<file path="config.mk">
export PLATFORM = sky130hd
export DESIGN_NAME = fsx_fault_status
export DESIGN_NICKNAME = d
export VERILOG_FILES = /design/src/fsx_pkg.sv /design/src/fsx_fault_status.sv
export SDC_FILE = /design/constraint.sdc
export NUM_CORES = 1
export LEC_CHECK = 0
export BUFFER_PORTS_ARGS = -buffer_cell sky130_fd_sc_hd__buf_4
export CAP_MARGIN = 20
export CORE_AREA = 2 2 129 93
export CTS_BUF_LIST = sky130_fd_sc_hd__clkbuf_2 sky130_fd_sc_hd__clkbuf_4 sky130_fd_sc_hd__clkbuf_8
export DETAILED_ROUTE_END_ITERATION = 6
export DIE_AREA = 0 0 131 95
export PLACE_DENSITY = 0.91
export SYNTH_ARGS = -nofsm -noshare
export SYNTH_HDL_FRONTEND = slang
export SYNTH_SLANG_ARGS = --single-unit
export TNS_END_PERCENT = 1
</file>
<file path="constraint.sdc">
create_clock -name clk_in -period 3.2 [get_ports clk_in]
set_input_delay 0.64 -clock clk_in [delete_from_list [all_inputs] [get_ports clk_in]]
set_output_delay 0.64 -clock clk_in [all_outputs]
set_load 0.02 [all_outputs]
</file>
<file path="src/fsx_pkg.sv">
package fsx_pkg;

    ////////////////////////////////////////////////////////////////////////
    // Register addresses of the fault/status bank
    localparam logic [15:0] ADDR_STATUS = 16'h02BC;
    localparam logic [15:0] ADDR_RESERVED = 16'h02BD;
    localparam logic [15:0] ADDR_END = 16'h02BE;
    localparam logic [15:0] MAX_READ_QTY = 16'h007D;

    ////////////////////////////////////////////////////////////////////////
    // Function codes and diagnostic sub-functions
    localparam logic [7:0] FC_READ_COILS = 8'h01;
    localparam logic [7:0] FC_READ_HOLD = 8'h03;
    localparam logic [7:0] FC_READ_INPUT = 8'h04;
    localparam logic [7:0] FC_DIAG = 8'h08;
    localparam logic [15:0] SFC_RET_DIAG = 16'h0002;
    localparam logic [15:0] SFC_CLR_DIAG = 16'h000A;

    ////////////////////////////////////////////////////////////////////////
    // Exception codes
    localparam logic [7:0] EXC_NONE = 8'h00;
    localparam logic [7:0] EXC_ILL_FUNC = 8'h01;
    localparam logic [7:0] EXC_ILL_ADDR = 8'h02;
    localparam logic [7:0] EXC_ILL_VALUE = 8'h03;

    ////////////////////////////////////////////////////////////////////////
    // Status bit positions, defined-bit mask and reset value
    localparam int BIT_PARITY = 0;
    localparam int BIT_FRAMING = 1;
    localparam int BIT_TEMP_HI = 2;
    localparam int BIT_TEMP_LO = 3;
    localparam int BIT_MEAS_HI = 4;
    localparam int BIT_MEAS_LO = 5;
    localparam int BIT_CAL_FAIL = 6;
    localparam int BIT_NV_FAIL = 7;
    localparam int BIT_ACCEL = 8;
    localparam int BIT_TEST = 11;
    localparam int BIT_WDT = 12;
    localparam int BIT_BROWNOUT = 13;
    localparam logic [15:0] DEFINED_MASK = 16'h39FF;
    localparam logic [15:0] STATUS_RESET = 16'h0000;

    ////////////////////////////////////////////////////////////////////////
    // Request from the frame decoder; for the diagnostic function the
    // address field holds the sub-function and the quantity field its data
    typedef struct packed {
        logic [7:0] func;
        logic [15:0] addr;
        logic [15:0] qty;
    } fsx_req_t;

    // Answer towards the reply builder
    typedef struct packed {
        logic exc;
        logic [7:0] code;
        logic [1:0] nwords;
        logic [15:0] word0;
        logic [15:0] word1;
    } fsx_resp_t;

endpackage

</file>
<file path="src/fsx_fault_status.sv">
module fsx_fault_status #(
    parameter int MEAS_W = 16,
    parameter int TEMP_W = 16,
    parameter bit TEMP_AUTO_CLR = 1'b1
) (
    input wire logic clk_in,
    input wire logic rstn_in,
    // Serial port error pulses
    input wire logic parity_err_in,
    input wire logic framing_err_in,
    input wire logic overrun_err_in,
    // Temperature and its calibrated limits
    input wire logic signed [TEMP_W-1:0] temp_in,
    input wire logic signed [TEMP_W-1:0] temp_max_in,
    input wire logic signed [TEMP_W-1:0] temp_min_in,
    // Measurement and its calibrated limits
    input wire logic meas_valid_in,
    input wire logic signed [MEAS_W-1:0] meas_in,
    input wire logic signed [MEAS_W-1:0] meas_max_in,
    input wire logic signed [MEAS_W-1:0] meas_min_in,
    // Load and self-test failure pulses
    input wire logic cal_load_fail_in,
    input wire logic nv_restore_fail_in,
    input wire logic accel_fail_in,
    // Test mode entry and exit command pulses
    input wire logic test_mode_enter_in,
    input wire logic test_mode_exit_command_in,
    // Reset cause levels, sampled just after reset release
    input wire logic wdt_cause_in,
    input wire logic brownout_cause_in,
    // Coil write pulses
    input wire logic comm_reset_coil_in,
    input wire logic sensor_reset_coil_in,
    // Request from the frame decoder
    input wire logic req_valid_in,
    input wire fsx_pkg::fsx_req_t req_in,
    // Answer and status outputs
    output logic resp_valid_out,
    output fsx_pkg::fsx_resp_t resp_out,
    output logic [15:0] status_out,
    output logic [15:0] mirror_msbf_out,
    output logic [15:0] mirror_lsbf_out,
    output logic signed [MEAS_W-1:0] meas_out
);
    import fsx_pkg::*;
    // Everything below runs on clk_in; rstn_in is sampled like any other input

    ////////////////////////////////////////////////////////////////////////
    // Elaboration checks
    // Range compares widen to 32 bits, so wider inputs would be cut,
    // and a one-bit signed value has no room for a positive limit
    if (MEAS_W < 2 || MEAS_W > 32) begin : g_meas_w_check
        $error("MEAS_W must lie in 2..32");
    end
    // Same limits hold for the temperature compare
    if (TEMP_W < 2 || TEMP_W > 32) begin : g_temp_w_check
        $error("TEMP_W must lie in 2..32");
    end

    ////////////////////////////////////////////////////////////////////////
    // Helpers

    // Swap the two bytes of a word
    // Feeds the lsb-first mirror
    function automatic logic [15:0] swap16(input logic [15:0] w);
        swap16 = {w[7:0], w[15:8]};
    endfunction

    // Signed greater-than on a 32-bit widened value
    // Shared by all four range compares
    function automatic logic gt32(input logic signed [31:0] a,
                                  input logic signed [31:0] b);
        gt32 = a > b;
    endfunction

    ////////////////////////////////////////////////////////////////////////
    // Declarations
    // Fault/status word
    logic [15:0] status_q; // Held fault/status word
    logic [15:0] status_d; // Next fault/status word
    // Reset cause window
    logic start_q; // High in the first cycle after reset
    // Decoded clear and range compares
    logic diag_clr; // Diagnostic clear request taken
    logic temp_hi; // Temperature above maximum
    logic temp_lo; // Temperature below minimum
    logic meas_hi; // Measurement above maximum
    logic meas_lo; // Measurement below minimum
    // Range flags of the last sample, kept between samples
    logic meas_hi_q; // Held above-range flag
    logic meas_lo_q; // Held below-range flag
    // Answer path
    fsx_resp_t resp_d; // Next answer
    logic [16:0] last_addr; // Start plus quantity, one bit wider

    ////////////////////////////////////////////////////////////////////////
    // Range comparisons
    // Both sides are widened with their sign before comparing, so negative
    // limits work for any width; a value equal to a limit is still in range
    // and raises no flag
    always_comb begin
        temp_hi = gt32(32'(temp_in), 32'(temp_max_in));
        temp_lo = gt32(32'(temp_min_in), 32'(temp_in));
        meas_hi = gt32(32'(meas_in), 32'(meas_max_in));
        meas_lo = gt32(32'(meas_min_in), 32'(meas_in));
    end

    ////////////////////////////////////////////////////////////////////////
    // First-cycle marker for sampling the reset cause levels
    // The cause inputs only mean something right after a reboot; reading
    // them later would set the bits again after a diagnostic clear
    always_ff @(posedge clk_in) begin
        if (!rstn_in) begin
            // Armed for as long as reset is held
            start_q <= 1'b1;
        end else begin
            // Dropped after the first running edge
            start_q <= 1'b0;
        end
    end

    ////////////////////////////////////////////////////////////////////////
    // Diagnostic clear is a taken FC08 sub-function 10 request
    // The clear lands on the edge that takes the request, so the echo
    // and the cleared word appear together
    always_comb begin
        diag_clr = req_valid_in && req_in.func == FC_DIAG
                   && req_in.addr == SFC_CLR_DIAG;
    end

    ////////////////////////////////////////////////////////////////////////
    // Clamped measurement and its range flags, updated per sample
    always_ff @(posedge clk_in) begin
        if (!rstn_in) begin
            meas_out <= '0;
            meas_hi_q <= 1'b0;
            meas_lo_q <= 1'b0;
        end else if (meas_valid_in) begin
            // Range flags only move on a new sample
            meas_hi_q <= meas_hi;
            meas_lo_q <= meas_lo;
            if (meas_hi) begin
                // Saturate at the positive limit
                meas_out <= meas_max_in;
            end else if (meas_lo) begin
                // Saturate at the negative limit
                meas_out <= meas_min_in;
            end else begin
                // In range: pass the sample through
                meas_out <= meas_in;
            end
        end
    end

    ////////////////////////////////////////////////////////////////////////
    // Next status word: clears first, then sets, so a set wins
    always_comb begin
        status_d = status_q;
        // Communication reinitialise coil
        if (comm_reset_coil_in) begin
            status_d[BIT_PARITY] = 1'b0;
            status_d[BIT_FRAMING] = 1'b0;
        end
        // Diagnostic clear; load failures stay until a reboot
        // Bits 6 and 7 mark configuration faults that need a reboot to retry
        if (diag_clr) begin
            status_d[BIT_TEMP_HI] = 1'b0;
            status_d[BIT_TEMP_LO] = 1'b0;
            status_d[BIT_PARITY] = 1'b0;
            status_d[BIT_FRAMING] = 1'b0;
            status_d[BIT_ACCEL] = 1'b0;
            status_d[BIT_WDT] = 1'b0;
            status_d[BIT_BROWNOUT] = 1'b0;
        end
        // Sensor reset coil acts as a reboot
        // The reboot itself is reported through the watchdog bit below
        if (sensor_reset_coil_in) begin
            status_d[BIT_TEMP_HI] = 1'b0;
            status_d[BIT_TEMP_LO] = 1'b0;
            status_d[BIT_CAL_FAIL] = 1'b0;
            status_d[BIT_NV_FAIL] = 1'b0;
            status_d[BIT_ACCEL] = 1'b0;
            status_d[BIT_TEST] = 1'b0;
        end
        // Automatic clear of temperature flags when back in range
        if (TEMP_AUTO_CLR) begin
            status_d[BIT_TEMP_HI] = 1'b0;
            status_d[BIT_TEMP_LO] = 1'b0;
        end
        // Test mode exit command
        if (test_mode_exit_command_in) begin
            status_d[BIT_TEST] = 1'b0;
        end
        // Sets; placed after every clear so an event that meets a clear in
        // the same cycle is not lost
        if (parity_err_in) begin
            status_d[BIT_PARITY] = 1'b1;
        end
        if (framing_err_in || overrun_err_in) begin
            status_d[BIT_FRAMING] = 1'b1;
        end
        if (temp_hi) begin
            status_d[BIT_TEMP_HI] = 1'b1;
        end
        if (temp_lo) begin
            status_d[BIT_TEMP_LO] = 1'b1;
        end
        // Range flags follow the last sample
        status_d[BIT_MEAS_HI] = meas_valid_in ? meas_hi : meas_hi_q;
        status_d[BIT_MEAS_LO] = meas_valid_in ? meas_lo : meas_lo_q;
        if (cal_load_fail_in) begin
            status_d[BIT_CAL_FAIL] = 1'b1;
        end
        if (nv_restore_fail_in) begin
            status_d[BIT_NV_FAIL] = 1'b1;
        end
        if (accel_fail_in) begin
            status_d[BIT_ACCEL] = 1'b1;
        end
        if (test_mode_enter_in) begin
            status_d[BIT_TEST] = 1'b1;
        end
        // Reboot by coil or watchdog cause at start
        if (sensor_reset_coil_in || (start_q && wdt_cause_in)) begin
            status_d[BIT_WDT] = 1'b1;
        end
        if (start_q && brownout_cause_in) begin
            status_d[BIT_BROWNOUT] = 1'b1;
        end
        // Undefined bits forced low
        status_d = status_d & DEFINED_MASK;
    end

    ////////////////////////////////////////////////////////////////////////
    // Status word and its mirrors
    // All three copies load from the same next value, so a reader never
    // sees them disagree
    always_ff @(posedge clk_in) begin
        if (!rstn_in) begin
            status_q <= STATUS_RESET;
            status_out <= STATUS_RESET;
            mirror_msbf_out <= STATUS_RESET;
            mirror_lsbf_out <= STATUS_RESET;
        end else begin
            status_q <= status_d;
            status_out <= status_d;
            mirror_msbf_out <= status_d;
            mirror_lsbf_out <= swap16(status_d);
        end
    end

    ////////////////////////////////////////////////////////////////////////
    // Request decode and exception selection
    always_comb begin
        resp_d = '0;
        last_addr = {1'b0, req_in.addr} + {1'b0, req_in.qty};
        case (req_in.func)
            FC_READ_HOLD, FC_READ_INPUT: begin
                // Zero, or more than one frame can carry, is a bad count
                if (req_in.qty == 16'h0000 || req_in.qty > MAX_READ_QTY) begin
                    resp_d.exc = 1'b1;
                    resp_d.code = EXC_ILL_VALUE;
                end else if (req_in.addr < ADDR_STATUS
                             || last_addr > {1'b0, ADDR_END}) begin
                    // Start below the bank or end past the reserved word
                    resp_d.exc = 1'b1;
                    resp_d.code = EXC_ILL_ADDR;
                end else if (req_in.addr == ADDR_STATUS) begin
                    // Word order: status, then reserved
                    resp_d.nwords = req_in.qty[1:0];
                    resp_d.word0 = status_q;
                    resp_d.word1 = 16'h0000;
                end else begin
                    // Reserved word alone
                    resp_d.nwords = 2'd1;
                    resp_d.word0 = 16'h0000;
                end
            end
            FC_DIAG: begin
                if (req_in.addr == SFC_RET_DIAG) begin
                    // The diagnostic register is the status word itself
                    resp_d.nwords = 2'd1;
                    resp_d.word0 = status_q;
                end else if (req_in.addr == SFC_CLR_DIAG) begin
                    // Echo of the data field
                    resp_d.nwords = 2'd1;
                    resp_d.word0 = req_in.qty;
                end else begin
                    // Sub-functions other than return and clear are not served
                    resp_d.exc = 1'b1;
                    resp_d.code = EXC_ILL_FUNC;
                end
            end
            default: begin
                // Writes and any other function on this range
                resp_d.exc = 1'b1;
                resp_d.code = EXC_ILL_FUNC;
            end
        endcase
        if (!resp_d.exc) begin
            // A normal answer carries no exception code
            resp_d.code = EXC_NONE;
        end
    end

    ////////////////////////////////////////////////////////////////////////
    // Registered answer, one cycle after the request
    // The strobe lasts one cycle; the fields hold until the next answer
    always_ff @(posedge clk_in) begin
        if (!rstn_in) begin
            resp_valid_out <= 1'b0;
            resp_out <= '0;
        end else begin
            resp_valid_out <= req_valid_in;
            if (req_valid_in) begin
                resp_out <= resp_d;
            end
        end
    end

endmodule

</file>
==> results.ini <==
[route]
drt_first_pass_iters=5
drc_errors=0
wl_per_cell_um=16.1
via_count=5511
vias_per_cell=5.39
ant_nets=0
drt_wl_total_um=16400
drtIter0Drc=297

[timing]
finalHoldViolations=0
period_share_pct=90.3
finClkSkew_ns=0.00924
worst_slack_ns=0.310
slew_headroom_pct=19.8
setup_tns_ns=0
rsz0062_at_grt=no
final_max_slew_viol_count=0
whs_ns=0.486
worst_pin_slew_ns=1.20
period_minus_slack_ns=2.89
fmax_mhz=346
setup_viol=0

[worst_setup_path]
crit_type=input pin to register
path_depth=12
worst-r2r-cell-count=4
cp_max_fo=6
crit_buf_inv=2
critPathMaxStageDelay_ns=0.46
path_cells=buf_4 > ha_1 > inv_1 > fa_1 > nor2b_4 > o31ai_4 > a21oi_1 > xnor2_1 > o311ai_1 > a311oi_4 > nand4_2 > o31ai_2
worst_path_dominant_cell_family=compound AO/OA/AOI/OAI gates
required_ns=3.43
arrival_ns=3.12
cp-end-kind=register
cp-start-kind=input pin
crit_slowest_cell=a311oi_4

[global_route]
track_usage_pct=24.8
overflow=0
grt_pass1_wl_um=24300
grt_pass1_vias=5031
grt_start_max_net_pins=18
grt_antenna_before_repair=0

[floorplan]
boundaryPins=260
core_um2=11400
die_x_um=131
start_util_pct=47.3
die_area_um2=12400
rows=33
die_y_um=95

[clock_network]
clockBufferDepth=2
cts_root_buf=clkbuf_8
post-cts-setup-buffers=0
clk_latency_ns=0.32
cts.clk_slew.worst_paths_ns=0.12
htreeDepth=2
cts_made_buffers=5
clkSinkCount=51
hold_buffers=0
cts_resized=0
cts_tree=yes

[power]
ir_drop_mv=0.199
p_leak_uw=0.00370
powerDensity_nw_per_um2=291

[run]
drv_cap=0

[placed_design]
place_inst=1013
dp_worst_setup_slack_ns=-0.0201
port_buffers=225
hpwl_um=14000
gp_congestion=1.03

[logic_synthesis]
syn_inst=657
synth.largest_area_cell=dfxtp_1
synthArstFlopShare_pct=0
synthDistinctLibCells=74
synth_ff_type=dfxtp_1
ys_warn_count=0
synth-edff-count=0
ys_seq_area_share_pct=19.0
syn_avg_cell_area_um2=8.17
synth_top_area_share_pct=19.0
netlist_area_um2=5370
ys_top_cells_by_area=dfxtp_1 19%, ha_1 19%, buf_4 8.7%
ys_seq_elements=51

[finish]
syn_to_final_growth_pct=31.7
stdcell_count=1022
multi_input_area_um2=3610
n_antenna_cell=0
fill_cells=970
final_common_cell=buf_4
drive_gt1_share_pct=32.4
seq_area_um2=1020
nets=1097
utilization_pct=62.2
mostFrequentLayoutCells=237 x buf_4, 89 x inv_1, 80 x ha_1

[min_path]
holdPathStages=2
hold_class=register to register

[status]
outcome=completed

power by group:
group | switching (uW) | total [uW] | leakage, uW | internal [uW]
clock | 255 | 414 | 0.0000461 | 159
sequential | 32.2 | 704 | 0.000419 | 672
combinational | 512 | 939 | 0.00324 | 427
total | 799 | 2060 | 0.00370 | 1260
layer usage:
layer | GRT usage (%) | vias up | wire length, um
met1 | 33.1 | 2547 | 7350
met5 | 0 | - | 0
li1 | - | 2689 | -
met4 | 6.12 | 0 | 239
met2 | 40.2 | 253 | 7310
met3 | 6.12 | 22 | 1540
final cells by class:
class	instances	share of cell area [%]
clock inverter	3	0.336
sequential	51	14.4
tap	157	2.78
timing repair buffer	239	25.6
clock buffer	5	0.974
multi-input combinational	477	51.1
inverter	90	4.78
per-stage QoR:
stage	instance area (um^2)	power, uW
after floorplan	5490	1320
after global placement	6960	1620
after detailed placement	6960	1640
after CTS	7060	2060
after global routing	7070	2170
final	7070	2060
Yosys cell counts, types with 4 or more instances:
library cell and instances:
nand2_1 31, dfxtp_1 51, nand3_1 9, a22oi_1 17
nor3_1 12, o211a_1 4, a21oi_1 28, buf_4 62
nor4_1 5, nor2_1 44, nand2b_1 4, o221ai_1 17
ha_1 80, nor2b_1 13, nand4_1 17, a211oi_1 8
o21ai_2 11, o21a_1 12, inv_1 89, o21ai_1 5
a21o_1 23, mux2i_1 12, and3_1 4, o21ai_0 14
clkbuf_1 6
worst register-to-register path: cells and delay by family, from the launching register on:
family           cells  cell delay, ns
AND/OR/NAND/NOR      2            0.15
AO/OA/AOI/OAI        2            0.38
flip-flops           1            0.37
cell families (layout without fill, tap and decap cells):
kind of cell | Yosys count | in the layout | share of synthesized area [%]
adder cells (fa/ha/maj) | 81 | 81 | 19.0
flip-flops | 51 | 51 | 19.0
other | 1 | 34 | 0.0699
buffers and inverters | 162 | 337 | 16.0
AO/OA/AOI/OAI | 178 | 178 | 25.7
XOR/XNOR | 5 | 5 | 0.816
AND/OR/NAND/NOR | 167 | 167 | 17.1
multiplexers | 12 | 12 | 2.24
worst paths after layout:
kind	start	end	slack, ns
hold / removal	meas_out[2]	meas_out[2]	0.49
setup reg to reg	mirror_lsbf_out[10]	resp_out[18]	2.18
hold reg to reg	meas_out[2]	meas_out[2]	0.49
setup / recovery	req_in[0]	resp_out[33]	0.31
sequential cells by signal, summed over array words and instances (netlist names):
register         cells
start_q              1
status_q             1
resp_valid_out       1
meas_out            16
resp_out            21
mirror_lsbf_out     11
Power figures use the tool's default switching activity.
